**src/rtl/dpmux_params.svh**
```systemverilog
// constants of the dual-input power mux control block
`ifndef DPMUX_PARAMS_SVH
`define DPMUX_PARAMS_SVH
// core clock period in ns
`define DPMUX_CLK_NS 20
// settle time before the drive pins are sensed, in ns
`define DPMUX_SETTLE_NS 2000
// settle time in cycles, rounded up, at least one
`define DPMUX_SETTLE_CYC \
    ((`DPMUX_SETTLE_NS + `DPMUX_CLK_NS - 1) / `DPMUX_CLK_NS)
// width of the settle counter
`define DPMUX_CNT_W 7
// number of paths
`define DPMUX_NPATH 2
// reset value of the disable-all field
`define DPMUX_DIS_RST 1'b0
// reset value of the path enables
`define DPMUX_EN_RST 2'h0
// reset value of the high-impedance field
`define DPMUX_HIZ_RST 1'b0
`endif

```
**src/rtl/dpmux_pkg.sv**
```systemverilog
// types of the dual-input power mux control block
package dpmux_pkg;
    // host command word, taken on a write strobe
    typedef struct packed {
        logic input_high_impedance;
        logic disable_all_path_drives;
        logic [1:0] path_drive_enable;
    } dpmux_cmd_t;
    // analog comparator outputs, two per path plus bus
    typedef struct packed {
        logic bus_present;
        logic [1:0] input_overvoltage;
        logic [1:0] input_present;
    } dpmux_sense_t;
    // power-on detection sequence
    typedef enum logic [1:0] {
        DPMUX_SETTLE,
        DPMUX_SAMPLE,
        DPMUX_RUN
    } dpmux_state_t;
endpackage : dpmux_pkg

```
**src/rtl/dpmux_ctrl.sv**
```systemverilog
// control logic of the dual-input power mux and its two gate drives
`timescale 1ns/10ps
`include "dpmux_params.svh"

module dpmux_ctrl (
    // clock, reset and clock enable
    input wire logic clk,
    input wire logic rst_b,
    input wire logic ce,
    // drive pins sensed grounded, asynchronous
    input wire logic [1:0] drive_pin_grounded,
    // analog comparators, asynchronous
    input wire dpmux_pkg::dpmux_sense_t sense,
    // host command port, same clock
    input wire logic host_wr,
    input wire dpmux_pkg::dpmux_cmd_t host_cmd,
    // gate drives of the fet pairs
    output logic path1_gate_drive,
    output logic path2_gate_drive,
    // closed status per path
    output logic path1_closed_status,
    output logic path2_closed_status,
    // control fields as they stand
    output logic disable_all_path_drives,
    output logic path1_drive_enable,
    output logic path2_drive_enable,
    output logic input_high_impedance,
    // detection results
    output logic [1:0] pair_fitted,
    output logic detect_done
);

    // reset synchroniser stages
    logic rst_meta_ff;
    logic rst_sync_ff;
    // two-stage synchroniser of the sensed pins and comparators
    logic [1:0] gnd_meta_ff;
    logic [1:0] gnd_sync_ff;
    dpmux_pkg::dpmux_sense_t sense_meta_ff;
    dpmux_pkg::dpmux_sense_t sense_sync_ff;
    // detection sequence
    dpmux_pkg::dpmux_state_t state_ff;
    dpmux_pkg::dpmux_state_t nxt_state;
    logic [`DPMUX_CNT_W-1:0] settle_cnt_ff;
    logic [`DPMUX_CNT_W-1:0] nxt_settle_cnt;
    // fitted pairs, latched once
    logic [1:0] fitted_ff;
    logic done_ff;
    // host visible control fields
    logic dis_ff;
    logic nxt_dis;
    logic [1:0] en_ff;
    logic [1:0] nxt_en;
    logic hiz_ff;
    // previous validity, for rising-edge detection
    logic [1:0] valid_d_ff;
    // per-path qualification and drive
    logic [1:0] valid;
    logic [1:0] qual;
    logic [1:0] drive_ff;
    logic [1:0] stat_ff;
    // rising edge of a valid input per path
    logic [1:0] valid_rise;
    // the enable field of a write of both enables high is refused
    logic both_req;

    // reset release through two flip-flops
    // assertion is immediate, release waits for two clean edges
    // so that no flop leaves reset in a metastable window
    always_ff @(posedge clk or negedge rst_b) begin
        if (!rst_b) begin
            rst_meta_ff <= 1'b0;
            rst_sync_ff <= 1'b0;
        end else begin
            rst_meta_ff <= 1'b1;
            rst_sync_ff <= rst_meta_ff;
        end
    end

    // pins and comparators come from the analog side
    // both stages freeze with the clock enable like all state but the reset synchroniser
    // only the second stage is read, the first may be metastable
    always_ff @(posedge clk or negedge rst_sync_ff) begin
        if (!rst_sync_ff) begin
            gnd_meta_ff <= 2'h0;
            gnd_sync_ff <= 2'h0;
            sense_meta_ff <= '0;
            sense_sync_ff <= '0;
        end else if (ce) begin
            gnd_meta_ff <= drive_pin_grounded;
            gnd_sync_ff <= gnd_meta_ff;
            sense_meta_ff <= sense;
            sense_sync_ff <= sense_meta_ff;
        end
    end

    // detection sequence: settle, sample once, then run
    // the pin sense needs time after power-on before it is trusted
    // the sample state takes the pins exactly once per reset
    // later pin changes are ignored until the next power-on
    always_comb begin
        nxt_state = state_ff;
        nxt_settle_cnt = settle_cnt_ff;
        unique case (state_ff)
            dpmux_pkg::DPMUX_SETTLE: begin
                // wait for the pin sense to settle
                if (settle_cnt_ff ==
                    `DPMUX_CNT_W'(`DPMUX_SETTLE_CYC - 1)) begin
                    nxt_state = dpmux_pkg::DPMUX_SAMPLE;
                end else begin
                    nxt_settle_cnt = settle_cnt_ff + `DPMUX_CNT_W'(1);
                end
            end
            dpmux_pkg::DPMUX_SAMPLE: begin
                // pins taken in this cycle
                nxt_state = dpmux_pkg::DPMUX_RUN;
            end
            dpmux_pkg::DPMUX_RUN: begin
                // stays here until the next power-on
                nxt_state = dpmux_pkg::DPMUX_RUN;
            end
        endcase
    end

    // state register of the detection sequence
    // the counter only runs in the settle state
    always_ff @(posedge clk or negedge rst_sync_ff) begin
        if (!rst_sync_ff) begin
            state_ff <= dpmux_pkg::DPMUX_SETTLE;
            settle_cnt_ff <= '0;
        end else if (ce) begin
            state_ff <= nxt_state;
            settle_cnt_ff <= nxt_settle_cnt;
        end
    end

    // a pair is fitted when its drive pin is not grounded, the second only when the first drive pin is not grounded too
    // a grounded drive pin means no fet pair sits behind it
    // the result stays until the next power-on reset
    always_ff @(posedge clk or negedge rst_sync_ff) begin
        if (!rst_sync_ff) begin
            fitted_ff <= 2'h0;
            done_ff <= 1'b0;
        end else if (ce) begin
            if (state_ff == dpmux_pkg::DPMUX_SAMPLE) begin
                // second pair only counts with the first present
                fitted_ff[0] <= ~gnd_sync_ff[0];
                fitted_ff[1] <= ~gnd_sync_ff[0] & ~gnd_sync_ff[1];
                done_ff <= 1'b1;
            end
        end
    end

    // the enable field of a write asking both paths on at once is ignored
    // two closed pairs would short the two sources together
    assign both_req = host_cmd.path_drive_enable == 2'h3;

    // disable-all field: host writes, forced on when nothing fitted
    // with no pair present the field is set once and locked
    // host writes before detection ends are ignored
    always_comb begin
        nxt_dis = dis_ff;
        if (state_ff == dpmux_pkg::DPMUX_SAMPLE) begin
            // no pair fitted: force all drives off
            nxt_dis = gnd_sync_ff[0];
        end else if (done_ff && host_wr && fitted_ff[0]) begin
            // field stays set when no pair is present
            nxt_dis = host_cmd.disable_all_path_drives;
        end
    end

    // register of the disable-all field
    // frozen while the clock enable is low
    always_ff @(posedge clk or negedge rst_sync_ff) begin
        if (!rst_sync_ff) begin
            dis_ff <= `DPMUX_DIS_RST;
        end else if (ce) begin
            dis_ff <= nxt_dis;
        end
    end

    // high-impedance field: plain host write
    // taken from reset release on, no lock applies
    always_ff @(posedge clk or negedge rst_sync_ff) begin
        if (!rst_sync_ff) begin
            hiz_ff <= `DPMUX_HIZ_RST;
        end else if (ce && host_wr) begin
            hiz_ff <= host_cmd.input_high_impedance;
        end
    end

    // input valid: above present threshold and below overvoltage
    assign valid = sense_sync_ff.input_present
                 & ~sense_sync_ff.input_overvoltage;
    assign valid_rise = valid & ~valid_d_ff;

    // previous validity, cleared before detection ends
    // a source present at detection end still counts as new
    always_ff @(posedge clk or negedge rst_sync_ff) begin
        if (!rst_sync_ff) begin
            valid_d_ff <= 2'h0;
        end else if (ce && done_ff) begin
            valid_d_ff <= valid;
        end
    end

    // path enables: host writes, locks and automatic set
    // the automatic set only fires on a rising valid input
    // so a source that stays present does not fight the host
    always_comb begin
        nxt_en = en_ff;
        if (!done_ff) begin
            // locked low until detection is over
            nxt_en = 2'h0;
        end else begin
            // host write, refused if both asked at once
            if (host_wr && !both_req) begin
                nxt_en = host_cmd.path_drive_enable;
            end
            // a new valid input claims an idle mux, first wins
            if (valid_rise[0] && !en_ff[1]) begin
                nxt_en = 2'h1;
            end else if (valid_rise[1] && !en_ff[0]
                         && !valid_rise[0]) begin
                nxt_en = 2'h2;
            end
            // writing disable-all high clears the first enable
            // last, so that a new input cannot undo the host swap
            if (host_wr && host_cmd.disable_all_path_drives) begin
                nxt_en[0] = 1'b0;
            end
            // enables of absent pairs stay locked at zero
            nxt_en = nxt_en & fitted_ff;
        end
    end

    // register of the path enables
    // frozen while the clock enable is low
    always_ff @(posedge clk or negedge rst_sync_ff) begin
        if (!rst_sync_ff) begin
            en_ff <= `DPMUX_EN_RST;
        end else if (ce) begin
            en_ff <= nxt_en;
        end
    end

    // per-path drive qualification and status
    // qualification uses synchronised sense, so a drive drops
    // three edges after the comparator change and one after the sync
    genvar gi;
    generate
        for (gi = 0; gi < `DPMUX_NPATH; gi++) begin : g_path
            // every turn-on condition at once
            assign qual[gi] = fitted_ff[gi]
                            & valid[gi]
                            & en_ff[gi]
                            & ~dis_ff
                            & ~hiz_ff
                            & ~sense_sync_ff.bus_present;

            // drive and status follow the qualification
            always_ff @(posedge clk or negedge rst_sync_ff) begin
                if (!rst_sync_ff) begin
                    drive_ff[gi] <= 1'b0;
                    stat_ff[gi] <= 1'b0;
                end else if (ce) begin
                    // drops one edge after any condition fails
                    drive_ff[gi] <= qual[gi];
                    // closed while driven, zero when not fitted
                    stat_ff[gi] <= qual[gi];
                end
            end
        end
    endgenerate

    // outputs straight from flip-flops
    // no logic between the registers and the pins
    assign path1_gate_drive = drive_ff[0];
    assign path2_gate_drive = drive_ff[1];
    assign path1_closed_status = stat_ff[0];
    assign path2_closed_status = stat_ff[1];
    assign disable_all_path_drives = dis_ff;
    assign path1_drive_enable = en_ff[0];
    assign path2_drive_enable = en_ff[1];
    assign input_high_impedance = hiz_ff;
    assign pair_fitted = fitted_ff;
    assign detect_done = done_ff;

endmodule : dpmux_ctrl

```
**config.mk**
```make
export PLATFORM = sky130hd
export DESIGN_NAME = dpmux_ctrl
export DESIGN_NICKNAME = d
export VERILOG_FILES = /design/src/rtl/dpmux_pkg.sv /design/src/rtl/dpmux_ctrl.sv
export VERILOG_INCLUDE_DIRS = /design/src /design/src/rtl
export SDC_FILE = /design/constraint.sdc
export NUM_CORES = 1
export LEC_CHECK = 0
export BUFFER_PORTS_ARGS = -buffer_cell sky130_fd_sc_hd__buf_2
export CAP_MARGIN = 5
export CORE_UTILIZATION = 40
export CTS_CLUSTER_DIAMETER = 50
export DETAILED_ROUTE_END_ITERATION = 7
export GPL_ROUTABILITY_DRIVEN = 1
export GPL_TIMING_DRIVEN = 0
export PLACE_DENSITY = 0.68
export SYNTH_ARGS = -nofsm -noshare
export SYNTH_HDL_FRONTEND = slang
export SYNTH_SLANG_ARGS = --single-unit
export TNS_END_PERCENT = 1
```
**constraint.sdc**
```tcl
create_clock -name clk -period 1.4 [get_ports clk]
set_input_delay 0.28 -clock clk [delete_from_list [all_inputs] [get_ports clk]]
set_output_delay 0.28 -clock clk [all_outputs]
set_load 0.02 [all_outputs]
```
After elaboration in Yosys (flattened, before gate mapping)

Cells that the tools add are included.

Equal/unequal tests: 5
Reductions and logical operators: 20
Add/subtract/negate cells: 1
Muxes and demuxes: 11
Bitwise logic cells: 22

Operators with widths:

| kind                                                                  | number |
|---|---|
| 2-bit 2-to-1 mux                                                      | 6 |
| 1-bit AND                                                             | 11 |
| 1-bit logical AND                                                     | 9 |
| 7-bit by 1-bit adder with 7-bit output, second input constant         | 1 |
| 7-bit equality test, second input constant                            | 1 |
| 2-bit AND                                                             | 3 |
| 1-bit inverter                                                        | 6 |
| 2-bit AND reduction                                                   | 3 |
| 2-bit equality test, second input constant                            | 2 |
| 1-bit logical NOT                                                     | 4 |
| 1-bit 2-to-1 mux                                                      | 4 |
| 2-bit inverter                                                        | 2 |
| 2-bit case mux with 2 select lines                                    | 1 |
| 3-bit AND reduction                                                   | 1 |
| 2-bit by 1-bit equality test with 1-bit output, second input constant | 1 |
| 2-bit logical NOT                                                     | 1 |
| 2-bit inequality test, second input constant                          | 1 |
| 2-bit nonzero test                                                    | 1 |
| 2-bit OR reduction                                                    | 1 |

Output and inout bits: 11
Input port bits: 15
Flip-flop bits (word level): 36

Longest topological paths before layout

Gate-level depths: netlist of run 1.

Depth in word-level cells: 12
Mapped depth: 6
Mapped depth without buffers: 6

Least setup slack after synthesis of run 1

No wires, ideal clock.

Path type: flip-flop to flip-flop
From: register settle_cnt_ff[0]
To: register settle_cnt_ff[1]
Stages on the path, launching flop included: 6
Data required time: 1.275 ns
Path slack: 0.018 ns
Library setup time: 0.125 ns
Data arrival time: 1.257 ns
Cells stage by stage: dfrtp_1 -> ha_1 -> nand4b_4 -> nor3_4 -> nor3_2 -> mux2_4

Longest elaborated chain between the ends: 3
Elaborated cells on any way between the ends: 4
Those cells by class: add/sub: 1; eq/ne: 1; bitwise: 1; reduce/logical: 1

Ends and longest elaborated chain:

| item                                                                                           | line              | RTL |
|---|---|---|
| from (decl)                                                                                    | dpmux_ctrl.sv:44  | `` logic [`DPMUX_CNT_W-1:0] settle_cnt_ff; `` |
| from (signal assigned)                                                                         | dpmux_ctrl.sv:133 | `settle_cnt_ff <= nxt_settle_cnt;` |
| parallel branches: the longest is 3 deep, another holds 7-bit by 1-bit adder with 7-bit output | n/a               |  |

Parallel ways; which one is timed is not known.
A chain may end at the register's enable or synchronous reset.

Worst setup path after layout of run 1

From: register settle_cnt_ff[0]
To: register state_ff[1]

Longest elaborated chain between the ends: 3

Ends and longest elaborated chain:

| item                                   | line              | RTL |
|---|---|---|
| 7-bit equality test                    | dpmux_ctrl.sv:107 | `if (settle_cnt_ff ==` |
| 2-bit inequality test (no source line) | n/a               |  |
| 2-bit AND reduction (no source line)   | n/a               |  |
| to (signal assigned)                   | dpmux_ctrl.sv:129 | `state_ff <= dpmux_pkg::DPMUX_SETTLE;` |
| to (signal assigned)                   | dpmux_ctrl.sv:132 | `state_ff <= nxt_state;` |
| to (decl)                              | dpmux_ctrl.sv:42  | `dpmux_pkg::dpmux_state_t state_ff;` |

Every way passes these cells.

==> results of run 1 <==
[where the power goes]
group | internal, W | switching, W | leakage, nW | total (W)
logic | 0.000366 | 0.000369 | 0.438 | 0.000735
registers | 0.00126 | 0.000232 | 0.436 | 0.00150
clock network | 0.000401 | 0.000334 | 0.0455 | 0.000735
[cells by family after synthesis]
group           Yosys count  synth area share [%]
xor+xnor                  5                 2.743
other cells               1                0.2349
buf+inv                  10                 3.605
flops                    36                 56.43
mux                      18                 13.09
compound gates           20                 8.465
fa+ha+maj                 3                 2.351
simple gates             34                 13.09
[through the flow]
stage | setup TNS, ns | setup slack, ns | hold slack (ns)
global placement | -0.05777 | -0.05607 | 0.06553
finish | -0.03882 | -0.02583 | 0.2295
floorplan | 0 | 0.01836 | -0.01559
detailed placement | -2.347 | -0.07042 | 0.06629
CTS | -0.07890 | -0.04001 | 0.2182
global route | -0.2861 | -0.1175 | 0.2216
[state kept, by name, summed over array words and instances (netlist names), 2 cells and up]
register / count
sense_sync_ff: 5
settle_cnt_ff: 7
pair_fitted: 2
gnd_meta_ff: 2
state_ff: 2
en_ff: 2
valid_d_ff: 2
gnd_sync_ff: 2
sense_meta_ff: 5
[cell type report]
type | count | area (um^2) | area share, %
plain buffers | 5 | 38.79 | 2.056
flip-flops and latches | 36 | 902.1 | 47.81
clock buffers | 8 | 90.09 | 4.775
inverters | 5 | 18.77 | 0.9947
multi-input cells | 81 | 646.9 | 34.28
well taps | 48 | 60.06 | 3.183
repair buffers | 25 | 130.1 | 6.897
[metal layers]
metal | track usage, % | vias to the layer above | part of all wire (%)
li1 | - | 507 | -
met1 | 20.07 | 532 | 45
met2 | 23.45 | 27 | 48
met3 | 4.861 | 3 | 5.7
met4 | 4.891 | 0 | 1.1
met5 | 0 | - | 0
[Yosys cell counts (4+ instances only)]
library cell,count
o21ai_0,6
inv_1,5
dfrtp_1,36
nor2_1,4
nand2_1,11
mux2_2,15
a21oi_1,4
and3_1,4
[worst register-to-register path: stages, from the launching register on]
cell,delay [ns]
dfrtp_1,0.38
ha_2,0.22
nand4b_4,0.12
nor3_4,0.20
o21ai_2,0.11
mux2_4,0.30
[worst max-delay path by stage]
stage / from / endpoint / slack (ns) / cells after the start
after floorplan: settle_cnt_ff[0]$_DFFE_PN0P_ / settle_cnt_ff[1]$_DFFE_PN0P_ / 0.02 / 5
after global placement: settle_cnt_ff[0]$_DFFE_PN0P_ / settle_cnt_ff[1]$_DFFE_PN0P_ / -0.06 / 5
after detailed placement: rst_sync_ff$_DFF_PN0_ / sense_meta_ff[2]$_DFFE_PN0P_ / -0.07 / 0
after CTS: settle_cnt_ff[0]$_DFFE_PN0P_ / settle_cnt_ff[1]$_DFFE_PN0P_ / -0.04 / 5
after global routing: settle_cnt_ff[0]$_DFFE_PN0P_ / state_ff[1]$_DFFE_PN0P_ / -0.12 / 5
final: settle_cnt_ff[0]$_DFFE_PN0P_ / state_ff[1]$_DFFE_PN0P_ / -0.03 / 5
[placed cells by master, fill, tap and decap left out, types with 2 or more instances in the layout]
master,instances
buf_4,3
and3_1,4
mux2_4,2
nor3_4,2
dfrtp_1,35
nor2_1,4
xor2_1,3
nand2b_1,3
mux2_2,15
ha_1,2
o21ai_0,6
clkbuf_1,2
clkbuf_8,6
inv_1,5
a21oi_1,4
xnor2_1,2
nand2_1,11
o32ai_1,2
nor3_1,2
nand3_1,3
buf_2,25
[timing repair]
action	in CTS	in global routing
hold buffers	1	0
hold endpoints to repair	2	0
gates resized for setup	2	1
endpoints found under the setup margin	36	3
==> results.toml, run 1 <==
[status]
status = "finished with violations"
violations = "setup timing"

[critical_path]
worstPathRequired_ns = 1.57
path_buf_inv = 0
endpoint_kind = "register"
cp_max_fo = 3
cp_top_family = "flip-flops"
start_kind = "register"
crit_path_max_incr_delay_ns = 0.38
worstSetupPathType = "register to register"
timing.rr.start = "settle_cnt_ff[0]$_DFFE_PN0P_"
critPathArrivalTime_ns = 1.60
rr_endpoint = "state_ff[1]$_DFFE_PN0P_"
slowest_stage = "dfrtp_1"
r2r_cells = 5
rrSetupSlack_ns = -0.03
crit_chain = "ha_2 -> nand4b_4 -> nor3_4 -> o21ai_2 -> mux2_4"

[synth]
yosysWarnings = 0
netlist.area_leader.share_pct = 56.43
synth_flop_cell = "dfrtp_1"
synth_top_cell_by_area = "dfrtp_1"
avgSynthCellArea_um2 = 12.57
ys_top_cells_by_area = "dfrtp_1, mux2_2, nand2_1"
async_flop_share_pct = 100.0
syn-cell-area_mm2 = 0.001597
synth_cell_types = 36
syn-num-nets = 145
synth_edf_count = 0
synth-seq-cells = 36
netlist_instances = 127
yosysSeqAreaShare_pct = 56.43

[placement]
gp_congestion = 0.8783
dpl.cell_count = 199
hpwl_um = 2096
placement.cell_area_mm2 = 0.001777
portBuffers = 24

[die]
start_util_pct = 42.65
num_rows = 22
ios = 26
die_w_um = 65.18
dieArea_mm2 = 0.004248
core_area_mm2 = 0.003744
fp.dieH_um = 65.18

[timing]
max_slew.worst_pin.slew_ns = 0.7223
fin_skew_ns = 0.005275
slew_violations = 0
finalHoldViolations = 0
timing.final.crit_share_pct = 101.8
rsz0062_at_grt = "true"
finalWorstSetupSlack_ns = -0.02583
setup-violations-final = 2
max_freq_mhz = 701.3
relSlewSlack_pct = 51.85
period_needed_ns = 1.426

[clocking]
clockRootBuffer = "clkbuf_8"
cts.sinks = 36
ctsLongestPathBuffers = 2
cts_made_buffers = 5
insertion_delay_ns = 0.28
h-tree-depth = 2
post-cts-setup-buffers = 0
cts_tree = "built"
clk_pin_slew_ns = 0.07

[drt]
drt-total-wl_um = 2815
detail-route-antenna-nets = 0
vias_per_cell = 5.139
dr.first_iter.drc_count = 65
drt_first_pass_iters = 4
drc = 0
vias = 1069
avgRoutedWirePerCell_um = 13.53

[global_routing]
grt_pass1_wl_um = 4809
antenna_found_initial = 0
grt_pass1_vias = 1021
grt-ovfl-total = 0
grt_max_degree = 35
grt.total_usage_pct = 15.14

[finish]
diodes = 0
design_area_mm2 = 0.001887
final_util_pct = 50.40
final_nets = 177
areaGrowthSynthToFinish_pct = 18.18
fin_cells = 208
fillers = 342
drive_above_1_share_pct = 36.88

[power]
ir_drop_v = 0.0008334
power_density_mw_per_mm2 = 1573
power.total_w = 0.002967
leakagePower_nw = 0.9199

[min_path]
worstHoldStart = "sense[2]"
hold_depth = 2
min_to = "sense_meta_ff[2]$_DFFE_PN0P_"
hold_path.class = "primary input to register"

[run]
cap_violations = 0
Power figures use the tool's default switching activity.
==> run 2: changes to the inputs <==
--- a/config.mk
+++ b/config.mk
@@ -14,6 +14,7 @@
 export GPL_ROUTABILITY_DRIVEN = 1
 export GPL_TIMING_DRIVEN = 0
 export PLACE_DENSITY = 0.68
+export RECOVER_POWER = 100
 export SYNTH_ARGS = -nofsm -noshare
 export SYNTH_HDL_FRONTEND = slang
 export SYNTH_SLANG_ARGS = --single-unit
==> run 2 against run 1 <==
The run still ends with setup timing left. First-iteration DRC count fell by 7.7%. Core utilization fell by 0.53 points. Via count fell by 1.0%. Power fell by 0.40%. Final area fell by 1.1%. Register-to-register slack barely moved. Sequential cell count did not move. Largest power group unchanged.
==> results.toml, run 2 (synthesis gave the netlist of run 1 again) <==
[status]
status = "finished with violations"
violations = "setup timing"

[timing]
setup-violations-final = 2
finalHoldViolations = 0
finalWorstSetupSlack_ns = -0.02571
slew_violations = 0
max_slew.worst_pin.slew_ns = 0.7196
rsz0062_at_grt = "true"
max_freq_mhz = 701.4
timing.final.crit_share_pct = 101.8
whs_ns = 0.2275
fin_skew_ns = 0.005379
period_needed_ns = 1.426
relSlewSlack_pct = 52.02

[critical_path]
worstPathRequired_ns = 1.57
start_kind = "register"
path_buf_inv = 0
critPathArrivalTime_ns = 1.60
cp_top_family = "flip-flops"
crit_path_max_incr_delay_ns = 0.38
worstSetupPathType = "register to register"
crit_chain = "ha_2 -> nand4b_4 -> nor3_4 -> o21ai_2 -> mux2_4"
slowest_stage = "dfrtp_1"
cp_max_fo = 3
endpoint_kind = "register"

[power]
leakagePower_nw = 0.8716
ir_drop_v = 0.0008321
power_density_mw_per_mm2 = 1583

[die]
fp.dieH_um = 65.18
ios = 26
die_w_um = 65.18
start_util_pct = 42.65
core_area_mm2 = 0.003744
dieArea_mm2 = 0.004248
num_rows = 22

[clocking]
cts.sinks = 36
clk_pin_slew_ns = 0.07
insertion_delay_ns = 0.28
h-tree-depth = 2
cts_tree = "built"
ctsLongestPathBuffers = 2
cts_made_buffers = 5
clockRootBuffer = "clkbuf_8"

[finish]
top_regs = "settle_cnt_ff (7), sense_meta_ff (5), sense_sync_ff (5)"
multi_input_area_um2 = 646.9
final_nets = 177
areaGrowthSynthToFinish_pct = 16.93
largest_register_ffs = 7
mostFrequentLayoutCell = "dfrtp_1"
diodes = 0
fillers = 354
regMostFlops = "settle_cnt_ff"
drive_above_1_share_pct = 28.13
layout_common_cells = "dfrtp_1, clkbuf_1, mux2_2"
fin_cells = 208
ff_latch_area_um2 = 902.1

[drt]
dr.first_iter.drc_count = 60
drt_first_pass_iters = 4
drc = 0
detail-route-antenna-nets = 0
drt-total-wl_um = 2839
vias_per_cell = 5.087
vias = 1058
avgRoutedWirePerCell_um = 13.65

[placement]
gp_congestion = 0.8783
dpl.cell_count = 199
hpwl_um = 2096
portBuffers = 24

[global_routing]
antenna_found_initial = 0
grt.total_usage_pct = 15.14
grt_pass1_wl_um = 4809
grt_max_degree = 35
grt_pass1_vias = 1021
grt-ovfl-total = 0

[min_path]
hold_path.class = "primary input to register"

[run]
cap_violations = 0
==> run 2: area by class of cell <==
| cell class | count | share of cell area (%) |
|---|---|---|
| Clock buffer | 8 | 4.826 |
| Inverter | 5 | 1.005 |
| Timing Repair Buffer | 25 | 6.166 |
| Buffer | 5 | 1.810 |
| Tap cell | 48 | 3.217 |
| Sequential cell | 36 | 48.32 |
| Multi-Input combinational cell | 81 | 34.65 |
==> run 2: routing by layer <==
metal	GRT usage, %	wire length, um	up-vias
li1	-	-	506
met1	20.07	1335	525
met2	23.45	1323	24
met3	4.861	148	3
met4	4.891	32	0
met5	0	0	-
==> run 2: final timing paths <==
kind	from	to	slack (ns)	depth (start not counted)
worst min register to register	rst_sync_ff$_DFF_PN0_	detect_done$_DFFE_PN0P_	0.33	0
worst max-delay path	settle_cnt_ff[0]$_DFFE_PN0P_	state_ff[1]$_DFFE_PN0P_	-0.03	5
min in group asynchronous	rst_b	rst_meta_ff$_DFF_PN0_	0.31	2
worst max register to register	settle_cnt_ff[0]$_DFFE_PN0P_	state_ff[1]$_DFFE_PN0P_	-0.03	5
worst min-delay path	sense[2]	sense_meta_ff[2]$_DFFE_PN0P_	0.23	2
max in group asynchronous	rst_sync_ff$_DFF_PN0_	sense_meta_ff[0]$_DFFE_PN0P_	0.62	0
==> run 2: power by group <==
group          internal [W]  switching, W  total (W)  leakage (nW)
Clock              0.000401      0.000337   0.000738        0.0455
Combinational      0.000348      0.000370   0.000719         0.390
Sequential          0.00126      0.000234    0.00150         0.436
Total               0.00201      0.000941    0.00296         0.872
==> run 2: repair_timing <==
action / CTS / global route
cloned: 0 / 0
hold buffers: 1 / 0
endpoints found under the hold margin: 2 / 0
gates resized for setup: 2 / 1
setup endpoints to repair: 36 / 3
setup buffers: 0 / 0
==> run 2: metrics by stage <==
stage / total power [W] / cell area, um^2 / utilization [%] / setup WS, ns / TNS [ns]
2_1_floorplan: 0.002010 / 1597 / - / 0.01836 / 0
3_3_place_gp: 0.002183 / 1777 / 47.46 / -0.05607 / -0.05777
3_5_place_dp: 0.002231 / 1777 / 47.46 / -0.07042 / -2.347
4_1_cts: 0.003001 / 1884 / 50.33 / -0.04001 / -0.07890
5_1_grt: 0.003141 / 1867 / 49.87 / -0.1175 / -0.2861
6_report: 0.002955 / 1867 / 49.87 / -0.02571 / -0.03893
==> run 3: changes to the inputs <==
--- a/config.mk
+++ b/config.mk
@@ -8,6 +8,7 @@
 export LEC_CHECK = 0
 export BUFFER_PORTS_ARGS = -buffer_cell sky130_fd_sc_hd__buf_2
 export CAP_MARGIN = 5
+export CORE_MARGIN = 2
 export CORE_UTILIZATION = 40
 export CTS_CLUSTER_DIAMETER = 50
 export DETAILED_ROUTE_END_ITERATION = 7
@@ -18,4 +19,4 @@
 export SYNTH_ARGS = -nofsm -noshare
 export SYNTH_HDL_FRONTEND = slang
 export SYNTH_SLANG_ARGS = --single-unit
-export TNS_END_PERCENT = 1
+export TNS_END_PERCENT = 10
==> run 3 against run 2 <==
The run still ends with setup timing left. Sequential share of layout area shrank 0.39 points. Count of clock-buffer cells in the layout down 2. Combinational power up 2%. Clock power decreased by 9.8%. Final area is 0.80% higher.
==> results.toml, run 3 (synthesis gave the netlist of run 1 again) <==
[die]
core_area_mm2 = 0.003744
die_w_um = 67.18
num_rows = 22
fp.dieH_um = 67.18
ios = 26
dieArea_mm2 = 0.004512
start_util_pct = 42.65

[timing]
max_slew.worst_pin.slew_ns = 0.7152
whs_ns = 0.2290
timing.final.crit_share_pct = 103.6
relSlewSlack_pct = 52.32
fin_skew_ns = 0.008759
setup-violations-final = 4
rsz0062_at_grt = "true"
finalWorstSetupSlack_ns = -0.05085
period_needed_ns = 1.451
slew_violations = 0
finalHoldViolations = 0
max_freq_mhz = 689.3

[placement]
place_ws_ns = -0.09112
hpwl_um = 2118
gp_congestion = 0.8348
portBuffers = 24

[clocking]
cts_tree = "built"
cts_made_buffers = 5
h-tree-depth = 2
clockRootBuffer = "clkbuf_8"
clk_pin_slew_ns = 0.07
insertion_delay_ns = 0.29
cts.sinks = 36
ctsLongestPathBuffers = 2

[drt]
top_layer = "met4"
detail-route-antenna-nets = 0
dr.first_iter.drc_count = 43
m1WireLength_um = 1309
vias_per_cell = 5.105
vias = 1067
wl_met3_um = 181
drt_first_pass_iters = 4
drt-total-wl_um = 2921
avgRoutedWirePerCell_um = 13.98
dr_wl_met2_um = 1363
drc = 0

[status]
violations = "setup timing"
status = "finished with violations"

[critical_path]
crit_path_max_incr_delay_ns = 0.38
worstSetupPathType = "register to register"
start_kind = "register"
worstPathRequired_ns = 1.58
endpoint_kind = "register"
crit_chain = "ha_2 -> nand4b_4 -> nor3_4 -> o21ai_2 -> mux2_4"
cp_max_fo = 3
slowest_stage = "dfrtp_1"
critPathArrivalTime_ns = 1.63

[finish]
largest_register_ffs = 7
diodes = 0
drive_above_1_share_pct = 31.68
regMostFlops = "settle_cnt_ff"
mostFrequentLayoutCell = "dfrtp_1"
final_util_pct = 50.27
layout_common_cells = "dfrtp_1, mux2_2, clkbuf_1"
areaGrowthSynthToFinish_pct = 17.87
final_nets = 179
top_regs = "settle_cnt_ff (7), sense_meta_ff (5), sense_sync_ff (5)"

[power]
power_density_mw_per_mm2 = 1543
leakagePower_nw = 0.8838
power.total_w = 0.002904
ir_drop_v = 0.0009200

[global_routing]
grt_max_degree = 35
grt_pass1_vias = 1025
grt-ovfl-total = 0
grt.total_usage_pct = 15.25
antenna_found_initial = 0
grt_pass1_wl_um = 4864

[min_path]
hold_path.class = "primary input to register"

[run]
cap_violations = 0
## run 3: cell types whose count changed in the layout (fill, tap and decap cells not counted)
cell      previous run  this run
clkbuf_2             0         2
and3_4               0         1
buf_4                2         4
nor3_2               0         1
nor3_1               2         1
clkbuf_1            16        13
clkinv_2             0         1
and3_1               4         3
clkbuf_8             6         5
## run 3: layout make-up
type                       instances  area, um^2
buffer                             5       33.78
clock buffer                       6       72.57
sequential                        36       902.1
inverter                           5       18.77
timing repair buffer              27       132.6
tap                               48       60.06
fill                             356        1862
multi-input combinational         81       656.9
clock inverter                     1       5.005
## run 3: what timing repair did
| action | 4_1_cts | 5_1_grt |
|---|---|---|
| buffers inserted | 2 | 0 |
| endpoints found under the setup margin | 37 | 5 |
| resized for setup | 3 | 2 |
| hold buffers | 1 | 0 |
| endpoints found under the hold margin | 2 | 0 |
## run 3: routing by layer
metal	global-route usage, %	up-vias
met3	5.333	7
met5	0	-
met4	8.163	0
met2	22.77	32
met1	19.50	517
li1	-	511
## run 3: worst paths after layout
path | startpoint | end | slack, ns | cells past startpoint
setup / recovery | settle_cnt_ff[0]$_DFFE_PN0P_ | state_ff[1]$_DFFE_PN0P_ | -0.05 | 5
hold / removal | drive_pin_grounded[1] | gnd_meta_ff[1]$_DFFE_PN0P_ | 0.23 | 2
setup reg to reg | settle_cnt_ff[0]$_DFFE_PN0P_ | state_ff[1]$_DFFE_PN0P_ | -0.05 | 5
hold reg to reg | rst_sync_ff$_DFF_PN0_ | state_ff[1]$_DFFE_PN0P_ | 0.32 | 0
max in group asynchronous | rst_sync_ff$_DFF_PN0_ | gnd_meta_ff[1]$_DFFE_PN0P_ | 0.62 | 0
min in group asynchronous | rst_b | rst_meta_ff$_DFF_PN0_ | 0.30 | 2
## run 3: stage by stage
step | area (um^2) | instances | setup TNS, ns
finish | 1882 | 209 | -0.09053
detailed placement | 1777 | 199 | -2.028
floorplan | 1597 | 127 | 0
global route | 1882 | 209 | -0.3762
global placement | 1777 | 199 | -0.05540
CTS | 1889 | 209 | -0.08524
## run 3: report_power, final
part / internal (W) / switching, W
logic: 0.000360 / 0.000376
clock network: 0.000337 / 0.000329
registers: 0.00126 / 0.000236
total: 0.00196 / 0.000941
## run 3: worst max-delay path: cells and delay by family, from the launching register on
| family | cells | cell delay, ns |
|---|---|---|
| DFF | 1 | 0.38 |
| AOI/OAI and AO/OA | 1 | 0.10 |
| and+or+nand+nor | 2 | 0.35 |
| adders and majority gates | 1 | 0.22 |
| muxes | 1 | 0.30 |
